## config.mk

```make
export PLATFORM = sky130hd
export DESIGN_NAME = spi_core
export DESIGN_NICKNAME = d
export VERILOG_FILES = /design/src/hw/spi_core_pkg.sv /design/src/hw/spi_core.sv
export VERILOG_INCLUDE_DIRS = /design/src /design/src/hw
export SDC_FILE = /design/constraint.sdc
export NUM_CORES = 1
export LEC_CHECK = 0
export BUFFER_PORTS_ARGS = -buffer_cell sky130_fd_sc_hd__buf_2
export CAP_MARGIN = 25
export CORE_UTILIZATION = 40
export CTS_BUF_LIST = sky130_fd_sc_hd__clkbuf_4 sky130_fd_sc_hd__clkbuf_8 sky130_fd_sc_hd__clkbuf_16
export CTS_CLUSTER_DIAMETER = 80
export DETAILED_ROUTE_END_ITERATION = 10
export HOLD_SLACK_MARGIN = 0.06
export PLACE_DENSITY = 0.52
export SYNTH_ARGS = -nofsm -noshare
export SYNTH_HDL_FRONTEND = slang
export SYNTH_SLANG_ARGS = --single-unit
```

## constraint.sdc

```tcl
create_clock -name clk_in -period 2.6 [get_ports clk_in]
set_input_delay 0.52 -clock clk_in [delete_from_list [all_inputs] [get_ports clk_in]]
set_output_delay 0.52 -clock clk_in [all_outputs]
set_load 0.005 [all_outputs]
```

## src/hw/spi_core_params.svh

```systemverilog
// constants for the serial peripheral core: widths, depths, timing counts
// assumes it is included by the package and the design file by bare name
`ifndef SPI_CORE_PARAMS_SVH
`define SPI_CORE_PARAMS_SVH
`define DATA_W 8
`define FIFO_DEPTH 32
`define BIT_CNT_W 5
`define EDGES_PER_BYTE 5'h10
`define SCK_HALF_W 4
`define SCK_HALF_CYCLES 4'h4
`define SYNC_W 4
`define SYNC_SS 0
`define SYNC_SCK 1
`define SYNC_MOSI 2
`define SYNC_MISO 3
`define DATA_RESET 8'h00
// synchroniser idles at the line levels: clock low, select and data high
`define SYNC_RESET 4'hd
`define FLAGS_RESET 3'h1
`endif

```

## src/hw/spi_core_pkg.sv

```systemverilog
// types shared by the serial peripheral core
// assumes spi_core_params.svh is on the include path
`include "spi_core_params.svh"
package spi_core_pkg;
    typedef struct packed {
        logic system_enable;
        logic master_select;
        logic fault_detect_enable;
        logic select_output_enable;
        logic bidir_select;
        logic bidir_output_enable;
        logic stop_in_wait;
    } ctrl_s;
    typedef struct packed {
        logic mode_fault_flag;
        logic transfer_complete_flag;
        logic transmit_empty_flag;
    } status_s;
    typedef enum logic [1:0] {
        ST_IDLE = 2'b00,
        ST_SHIFT = 2'b01,
        ST_TRAIL = 2'b11
    } master_state_e;
endpackage

```

## src/hw/spi_core.sv

```systemverilog
// serial peripheral core: pins, mode fault, low power, flags, transmit fifo
// assumes single clock clk_in; all pins arrive asynchronous and are synchronised
`timescale 1ns/1ns
`default_nettype none
`include "spi_core_params.svh"

module spi_tx_fifo #(
    parameter int WIDTH = `DATA_W,
    parameter int DEPTH = `FIFO_DEPTH
) (
    input wire logic clk_in,
    input wire logic nrst_in,
    input wire logic [WIDTH-1:0] in_data_in,
    input wire logic in_valid_in,
    output logic in_ready_out,
    output logic [WIDTH-1:0] out_data_out,
    output logic out_valid_out,
    input wire logic out_ready_in
);
    localparam int AW = $clog2(DEPTH);
    logic [WIDTH-1:0] mem [DEPTH];
    logic [AW:0] wr_ptr_reg;
    logic [AW:0] rd_ptr_reg;
    logic push;
    logic pop;
    assign out_valid_out = wr_ptr_reg != rd_ptr_reg;
    assign in_ready_out = (wr_ptr_reg[AW-1:0] != rd_ptr_reg[AW-1:0]) || !out_valid_out;
    assign push = in_valid_in && in_ready_out;
    assign pop = out_valid_out && out_ready_in;
    assign out_data_out = mem[rd_ptr_reg[AW-1:0]];

    always_ff @(posedge clk_in) begin
        if (push) begin
            mem[wr_ptr_reg[AW-1:0]] <= in_data_in;
        end
    end

    always_ff @(posedge clk_in or negedge nrst_in) begin
        if (!nrst_in) begin
            wr_ptr_reg <= '0;
            rd_ptr_reg <= '0;
        end else begin
            if (push) wr_ptr_reg <= wr_ptr_reg + 1'b1;
            if (pop) rd_ptr_reg <= rd_ptr_reg + 1'b1;
        end
    end
endmodule

module spi_core (
    input wire logic clk_in,
    input wire logic nrst_in,
    input wire spi_core_pkg::ctrl_s ctrl_in,
    input wire logic ctrl_write_in,
    input wire logic status_read_in,
    input wire logic data_read_in,
    input wire logic wait_mode_in,
    input wire logic stop_mode_in,
    input wire logic [`DATA_W-1:0] tx_data_in,
    input wire logic tx_valid_in,
    output logic tx_ready_out,
    output logic [`DATA_W-1:0] serial_data_register_out,
    output spi_core_pkg::status_s status_out,
    output logic master_select_out,
    output logic irq_out,
    input wire logic sck_in,
    output logic sck_out,
    output logic sck_oe_out,
    input wire logic mosi_in,
    output logic mosi_out,
    output logic mosi_oe_out,
    input wire logic miso_in,
    output logic miso_out,
    output logic miso_oe_out,
    input wire logic ss_n_in,
    output logic ss_n_out,
    output logic ss_n_oe_out
);
    import spi_core_pkg::*;

    ctrl_s ctrl_reg;
    status_s flags_reg;
    master_state_e mstate_reg;
    logic [`SYNC_W-1:0] sync1_reg;
    logic [`SYNC_W-1:0] sync2_reg;
    logic [`DATA_W-1:0] shreg_reg;
    logic [`BIT_CNT_W-1:0] edge_cnt_reg;
    logic [`SCK_HALF_W-1:0] half_cnt_reg;
    logic [`DATA_W-1:0] data_reg;
    logic [`DATA_W-1:0] deferred_data_reg;
    logic [`DATA_W-1:0] hold_byte_reg;
    logic sck_prev_reg, ss_prev_reg, sample_reg, sck_reg, clear_arm_reg, fifo_valid_prev_reg;
    logic lp_prev_reg, entry_busy_reg, deferred_reg, from_fifo_reg;

    logic [`DATA_W-1:0] fifo_data;
    logic [`DATA_W-1:0] copy_data;
    logic fifo_valid, fifo_pop, enabled, is_master, auto_ss, fault_event, master_freeze;
    logic slave_lp, half_tick, master_start, master_done, slave_active, slave_start;
    logic slave_rise, slave_fall, slave_done, slave_busy, din, copy_now;

    spi_tx_fifo #(.WIDTH(`DATA_W), .DEPTH(`FIFO_DEPTH)) u_fifo (
        .clk_in(clk_in),
        .nrst_in(nrst_in),
        .in_data_in(tx_data_in),
        .in_valid_in(tx_valid_in),
        .in_ready_out(tx_ready_out),
        .out_data_out(fifo_data),
        .out_valid_out(fifo_valid),
        .out_ready_in(fifo_pop)
    );

    // pins are asynchronous; only the second stage is looked at
    always_ff @(posedge clk_in or negedge nrst_in) begin
        if (!nrst_in) begin
            sync1_reg <= `SYNC_RESET;
            sync2_reg <= `SYNC_RESET;
        end else begin
            sync1_reg <= {miso_in, mosi_in, sck_in, ss_n_in};
            sync2_reg <= sync1_reg;
        end
    end

    assign enabled = ctrl_reg.system_enable;
    assign is_master = ctrl_reg.master_select;
    assign auto_ss = is_master && ctrl_reg.select_output_enable
        && ctrl_reg.fault_detect_enable && !ctrl_reg.bidir_select;
    // select input watched for a mode fault only by a master with detection on and no auto output
    assign fault_event = enabled && is_master && ctrl_reg.fault_detect_enable
        && !auto_ss && !sync2_reg[`SYNC_SS];
    assign master_freeze = stop_mode_in || (wait_mode_in && ctrl_reg.stop_in_wait);
    assign slave_lp = !is_master && master_freeze;
    // shared pin always feeds the shift input in bidirectional mode
    assign din = ctrl_reg.bidir_select
        ? (is_master ? sync2_reg[`SYNC_MOSI] : sync2_reg[`SYNC_MISO])
        : (is_master ? sync2_reg[`SYNC_MISO] : sync2_reg[`SYNC_MOSI]);

    // control bits; a fault overrides the master and shared pin enables
    always_ff @(posedge clk_in or negedge nrst_in) begin
        if (!nrst_in) begin
            ctrl_reg <= '0;
        end else if (fault_event) begin
            ctrl_reg.master_select <= 1'b0;
            if (ctrl_reg.bidir_select) ctrl_reg.bidir_output_enable <= 1'b0;
        end else if (ctrl_write_in) begin
            ctrl_reg <= ctrl_in;
        end
    end

    // master engine: mode 0, msb first, fixed divider
    assign half_tick = half_cnt_reg == `SCK_HALF_CYCLES;
    assign master_start = enabled && is_master && !master_freeze && !fault_event
        && mstate_reg == ST_IDLE && fifo_valid;
    assign master_done = mstate_reg == ST_TRAIL && half_tick && !master_freeze;

    always_ff @(posedge clk_in or negedge nrst_in) begin
        if (!nrst_in) begin
            mstate_reg <= ST_IDLE;
            half_cnt_reg <= '0;
            sck_reg <= 1'b0;
        end else if (fault_event || !enabled || !is_master) begin
            mstate_reg <= ST_IDLE;
            half_cnt_reg <= '0;
            sck_reg <= 1'b0;
        end else if (!master_freeze) begin
            unique case (mstate_reg)
                ST_IDLE: begin
                    half_cnt_reg <= '0;
                    if (master_start) mstate_reg <= ST_SHIFT;
                end
                ST_SHIFT: begin
                    half_cnt_reg <= half_tick ? '0 : half_cnt_reg + 1'b1;
                    if (half_tick) begin
                        sck_reg <= !sck_reg;
                        if (sck_reg && edge_cnt_reg == `EDGES_PER_BYTE - 5'h1) begin
                            mstate_reg <= ST_TRAIL;
                        end
                    end
                end
                ST_TRAIL: begin
                    half_cnt_reg <= half_tick ? '0 : half_cnt_reg + 1'b1;
                    if (half_tick) mstate_reg <= ST_IDLE;
                end
            endcase
        end
    end

    // slave engine follows the synchronised clock while selected
    assign slave_active = enabled && !is_master && !flags_reg.mode_fault_flag
        && !sync2_reg[`SYNC_SS];
    assign slave_start = slave_active && ss_prev_reg;
    assign slave_rise = slave_active && sync2_reg[`SYNC_SCK] && !sck_prev_reg;
    assign slave_fall = slave_active && !sync2_reg[`SYNC_SCK] && sck_prev_reg;
    assign slave_done = slave_fall && edge_cnt_reg == `EDGES_PER_BYTE - 5'h1;
    assign slave_busy = slave_active && edge_cnt_reg != '0;
    assign fifo_pop = master_start || (slave_start && !slave_lp && fifo_valid);

    always_ff @(posedge clk_in or negedge nrst_in) begin
        if (!nrst_in) begin
            sck_prev_reg <= 1'b0;
            ss_prev_reg <= 1'b1;
        end else begin
            sck_prev_reg <= sync2_reg[`SYNC_SCK];
            ss_prev_reg <= sync2_reg[`SYNC_SS];
        end
    end

    // shared shift register and edge counter for both roles
    always_ff @(posedge clk_in or negedge nrst_in) begin
        if (!nrst_in) begin
            shreg_reg <= '0;
            sample_reg <= 1'b0;
            edge_cnt_reg <= '0;
            from_fifo_reg <= 1'b0;
            hold_byte_reg <= '0;
        end else if (fault_event) begin
            edge_cnt_reg <= '0;
        end else if (master_start) begin
            shreg_reg <= fifo_data;
            edge_cnt_reg <= '0;
        end else if (is_master) begin
            if (mstate_reg == ST_SHIFT && half_tick && !master_freeze) begin
                edge_cnt_reg <= edge_cnt_reg + 5'h1;
                if (!sck_reg) sample_reg <= din;
                else shreg_reg <= {shreg_reg[`DATA_W-2:0], sample_reg};
            end
        end else if (!slave_active) begin
            edge_cnt_reg <= '0;
        end else if (slave_start) begin
            edge_cnt_reg <= '0;
            if (!slave_lp) begin
                from_fifo_reg <= fifo_valid;
                if (fifo_valid) begin
                    shreg_reg <= fifo_data;
                    hold_byte_reg <= fifo_data;
                end
            end else if (from_fifo_reg) begin
                shreg_reg <= hold_byte_reg;
            end
        end else if (slave_rise) begin
            sample_reg <= din;
            edge_cnt_reg <= edge_cnt_reg + 5'h1;
        end else if (slave_fall) begin
            shreg_reg <= {shreg_reg[`DATA_W-2:0], sample_reg};
            edge_cnt_reg <= slave_done ? '0 : edge_cnt_reg + 5'h1;
        end
    end

    // slave low power: completion of a byte already in progress at entry held back and released on exit
    always_ff @(posedge clk_in or negedge nrst_in) begin
        if (!nrst_in) begin
            lp_prev_reg <= 1'b0;
            entry_busy_reg <= 1'b0;
            deferred_reg <= 1'b0;
            deferred_data_reg <= '0;
        end else begin
            lp_prev_reg <= slave_lp;
            if (slave_lp && !lp_prev_reg) begin
                entry_busy_reg <= slave_busy;
                deferred_reg <= 1'b0;
            end else if (slave_lp && slave_done && entry_busy_reg) begin
                deferred_reg <= 1'b1;
                deferred_data_reg <= {shreg_reg[`DATA_W-2:0], sample_reg};
                entry_busy_reg <= 1'b0;
            end else if (!slave_lp && lp_prev_reg) begin
                deferred_reg <= 1'b0;
            end
        end
    end

    assign copy_now = master_done || (slave_done && !slave_lp)
        || (!slave_lp && lp_prev_reg && deferred_reg);
    assign copy_data = (slave_done || master_done)
        ? {shreg_reg[`DATA_W-2:0], master_done ? shreg_reg[0] : sample_reg}
        : deferred_data_reg;

    // master shifted its last bit already; a slave still merges the sample
    always_ff @(posedge clk_in or negedge nrst_in) begin
        if (!nrst_in) begin
            data_reg <= `DATA_RESET;
        end else if (copy_now) begin
            data_reg <= (master_done && !slave_done) ? shreg_reg : copy_data;
        end
    end

    // flags: hardware set wins over a software clear in the same cycle
    always_ff @(posedge clk_in or negedge nrst_in) begin
        if (!nrst_in) begin
            flags_reg <= `FLAGS_RESET;
            clear_arm_reg <= 1'b0;
            fifo_valid_prev_reg <= 1'b0;
        end else begin
            fifo_valid_prev_reg <= fifo_valid;
            if (status_read_in) clear_arm_reg <= 1'b1;
            else if (ctrl_write_in || data_read_in || (tx_valid_in && tx_ready_out)) begin
                clear_arm_reg <= 1'b0;
            end
            if (fault_event) flags_reg.mode_fault_flag <= 1'b1;
            else if (clear_arm_reg && ctrl_write_in) flags_reg.mode_fault_flag <= 1'b0;
            if (copy_now) flags_reg.transfer_complete_flag <= 1'b1;
            else if (clear_arm_reg && data_read_in) flags_reg.transfer_complete_flag <= 1'b0;
            if (fifo_valid_prev_reg && !fifo_valid) flags_reg.transmit_empty_flag <= 1'b1;
            else if (clear_arm_reg && tx_valid_in && tx_ready_out) begin
                flags_reg.transmit_empty_flag <= 1'b0;
            end
        end
    end

    assign status_out = flags_reg;
    assign serial_data_register_out = data_reg;
    assign master_select_out = ctrl_reg.master_select;
    assign irq_out = enabled && (flags_reg.mode_fault_flag
        || flags_reg.transfer_complete_flag || flags_reg.transmit_empty_flag);

    // pins: fault forces slave with the output buffer off
    assign sck_oe_out = enabled && is_master;
    assign sck_out = sck_reg;
    assign mosi_out = shreg_reg[`DATA_W-1];
    assign miso_out = shreg_reg[`DATA_W-1];
    assign mosi_oe_out = enabled && is_master
        && (!ctrl_reg.bidir_select || ctrl_reg.bidir_output_enable);
    assign miso_oe_out = slave_active
        && (!ctrl_reg.bidir_select || ctrl_reg.bidir_output_enable);
    assign ss_n_oe_out = enabled && auto_ss;
    assign ss_n_out = mstate_reg == ST_IDLE;
endmodule
`default_nettype wire

```

==> qor.csv <==
metric,value,unit
Yosys Warn Count,0,
num rows,68,
initial antenna violation count,0,
multi-input logic area,0.003999,mm2
syn avg cell area,16.08,um2
Nets,1047,
antenna cell count,0,
1st-iter DRT viols,484,
DP Cell Count,1424,
"Slowest-stage cell, CP",dfrtp_2,
GR Overflow Total,0,
routability cong.,0.7824,
fillcell total,3017,
post-route ant nets,0,
Clock Pin Slew Worst Setup and Hold Paths,0.06,ns
largest net degree at the start of global routing,49,
Area Overhead vs Synth,18.44,%
core area,0.03454,mm2
Post-DP HPWL,21720,um
Die Wd,189.5,um
Syn Inst Count,874,
outcome,finished clean,
fin area,0.01665,mm2
launching point of the worst reg2reg path,u_fifo.rd_ptr_reg[0]$_DFFE_PN0P_,
top-level I/O count,49,
CTS sink count,339,
Hold WS,0.1107,ns
H-tree Lvls,2,
crit path launch type,flip-flop,
CP top delay family,buffers and inverters,
CP Data Required Time,2.08,ns
DRT Wirelength,32740,um
worst-case clock buffer depth,3,
Post-Layout Cell Count,1495,
static leakage,6.172,nW
dpl cell area,0.01535,mm2
Buffers on Ports,48,
crit share post-route,97.49,%
fmax,0.3945,GHz
Slew @ Worst Pin,1.069,ns
chip height,189.5,um
"Seq/Total Area, Yosys",69.53,%
total power,16.73,mW
post-synth cell types,65,
CP Launch Point,u_fifo.rd_ptr_reg[1]$_DFFE_PN0P_,
max_slew headroom,28.59,%
CP Max Fanout,7,
DIE AREA,0.03590,mm2
clk root buf,clkbuf_16,
number of flops mapped to enable cells by yosys,256,
Post-Syn Area,0.01406,mm2
crit path time final,2.535,ns
postcts setup bufs,0,
CP endpoint kind,primary output,
crit path DAT,2.01,ns
unrepaired setup endpoints after global routing,false,
hold_sp,miso_in,
Worst Path Buf+Inv,3,
Reg area,0.009779,mm2
worst min path class,input port to flip-flop,
worst vdd ir,0.5629,mV
TritonCTS clock tree,yes,
share of post-route cells with drive strength above 1,27.88,%
CP Cell Sequence,buf_4 -> xor2_1 -> nor3_4 -> buf_6 -> nand3_2 -> buf_2,
critical path class,flip-flop to primary output,
cts bufs inserted,38,
crit-path max cell delay,0.45,ns
power density of the placed cells,1005,mW/mm2
Vias,8021,
number of global-route vias before repair,8253,
DR WL/cell,21.90,um
Via density,5.365,
max-cap violations,0,
max-slew violations,0,
DRC viols,0,
Clock Latency Late Sink,0.52,ns
post-route setup TNS,0,ns
first-pass GRT wire length,50250,um
All-Layer GR Usage,18.78,%
#FFs+latches synth,339,
asr flop ratio synth,24.48,%
total nets after synthesis,911,
max reg flops,256,
final setup fails,0,
Final Hold Viols,0,
Setup Skew,0.02475,ns
prevailing post-synth register cell,edfxtp_1,
initial cell density of the core,40.69,%
Initial DRT Pass Iterations,5,
## kinds of logic after synthesis
family / share of synthesized area [%]
flops: 69.53
simple gates: 6.435
compound gates: 7.450
mux: 12.51
buf+inv: 2.056
xor+xnor: 1.121
fa+ha+maj: 0.8901
## cell type report
type / count / area share [%]
well taps: 455 / 3.419
clock inverters: 19 / 1.165
inverters: 15 / 0.3382
clock buffers: 51 / 6.515
repair buffers: 137 / 5.809
multi-input cells: 479 / 24.02
flip-flops and latches: 339 / 58.74
## what timing repair did
action,CTS,global route
endpoints found under the hold margin,14,0
hold buffers,1,0
setup endpoints to repair,1,1
gates resized for setup,1,1
## placed cells by master, fill, tap and decap left out, drive strengths merged, types with 4 or more instances in the layout
| cell type | synthesis | layout |
|---|---|---|
| edfxtp | 256 | 256 |
| buf | 27 | 136 |
| dfrtp | 75 | 75 |
| nand2 | 62 | 62 |
| nor2 | 61 | 61 |
| clkbuf | 14 | 51 |
| mux4 | 48 | 48 |
| mux2i | 43 | 43 |
| o21ai | 36 | 36 |
| a21oi | 29 | 29 |
| mux2 | 22 | 22 |
| o22ai | 18 | 18 |
| nand3 | 16 | 16 |
| clkinv | 0 | 16 |
| a22o | 15 | 15 |
| inv | 15 | 15 |
| a22oi | 11 | 11 |
| xor2 | 11 | 11 |
| ha | 10 | 10 |
| a21o | 9 | 9 |
| o221ai | 8 | 8 |
| a211oi | 8 | 8 |
| dfstp | 8 | 8 |
| nor3 | 8 | 8 |
| xnor2 | 7 | 7 |
| nor2b | 6 | 6 |
| and3 | 5 | 5 |
| a211o | 4 | 4 |
| nand3b | 4 | 4 |
| nand4 | 4 | 4 |
## synthesized netlist by cell type (all sizes together), types with 9 or more instances
cell type | n | area share, %
edfxtp | 256 | 55
dfrtp | 75 | 13
nand2 | 62 | 1.7
nor2 | 61 | 1.7
mux4 | 48 | 7.7
mux2i | 43 | 3.1
o21ai | 36 | 1.3
a21oi | 29 | 1.1
buf | 27 | 1.3
mux2 | 22 | 1.8
o22ai | 18 | 0.80
nand3 | 16 | 0.57
a22o | 15 | 0.93
inv | 15 | 0.40
clkbuf | 14 | 0.37
a22oi | 11 | 0.59
xor2 | 11 | 0.69
ha | 10 | 0.89
a21o | 9 | 0.48
## where the power goes
part	switching [mW]	internal, mW
registers	0.364	6.36
clock network	2.13	3.25
logic	2.59	2.03
total	5.09	11.6
## routing by layer
layer,track usage [%],wire length (um),up-vias,share of wire [%]
li1,-,-,3688,-
met1,24.69,14450,4100,44
met2,31.99,16100,176,49
met3,2.910,1310,57,4.0
met4,5.707,881,0,2.7
met5,0,0,-,0
## worst reg2reg max path, delay by kind of cell, from the launching register on
kind             cells  cell delay (ns)
AO/OA/AOI/OAI        3             0.63
flip-flops           1             0.54
AND/OR/NAND/NOR      2             1.20
## metrics by stage
step | setup slack (ns) | utilization [%]
after global routing | 0.01205 | 48.20
after global placement | 0.1611 | 44.44
after detailed placement | 0.1776 | 44.44
final | 0.06519 | 48.20
after floorplan | 0.2598 | -
after CTS | 0.05161 | 48.19
## worst paths after layout
path,to,slack [ns],cells past startpoint
min reg2reg,sync2_reg[2]$_DFF_PN1_,0.35,0
max reg2reg,shreg_reg[7]$_DFFE_PN0P_,0.17,5
min in group asynchronous,ctrl_reg[2]$_DFFE_PN0P_,0.59,2
max,tx_ready_out,0.07,6
min,sync1_reg[3]$_DFF_PN1_,0.11,1
max in group asynchronous,hold_byte_reg[1]$_DFFE_PN0P_,1.40,3
No activity file was read; power rests on OpenSTA's default activity.
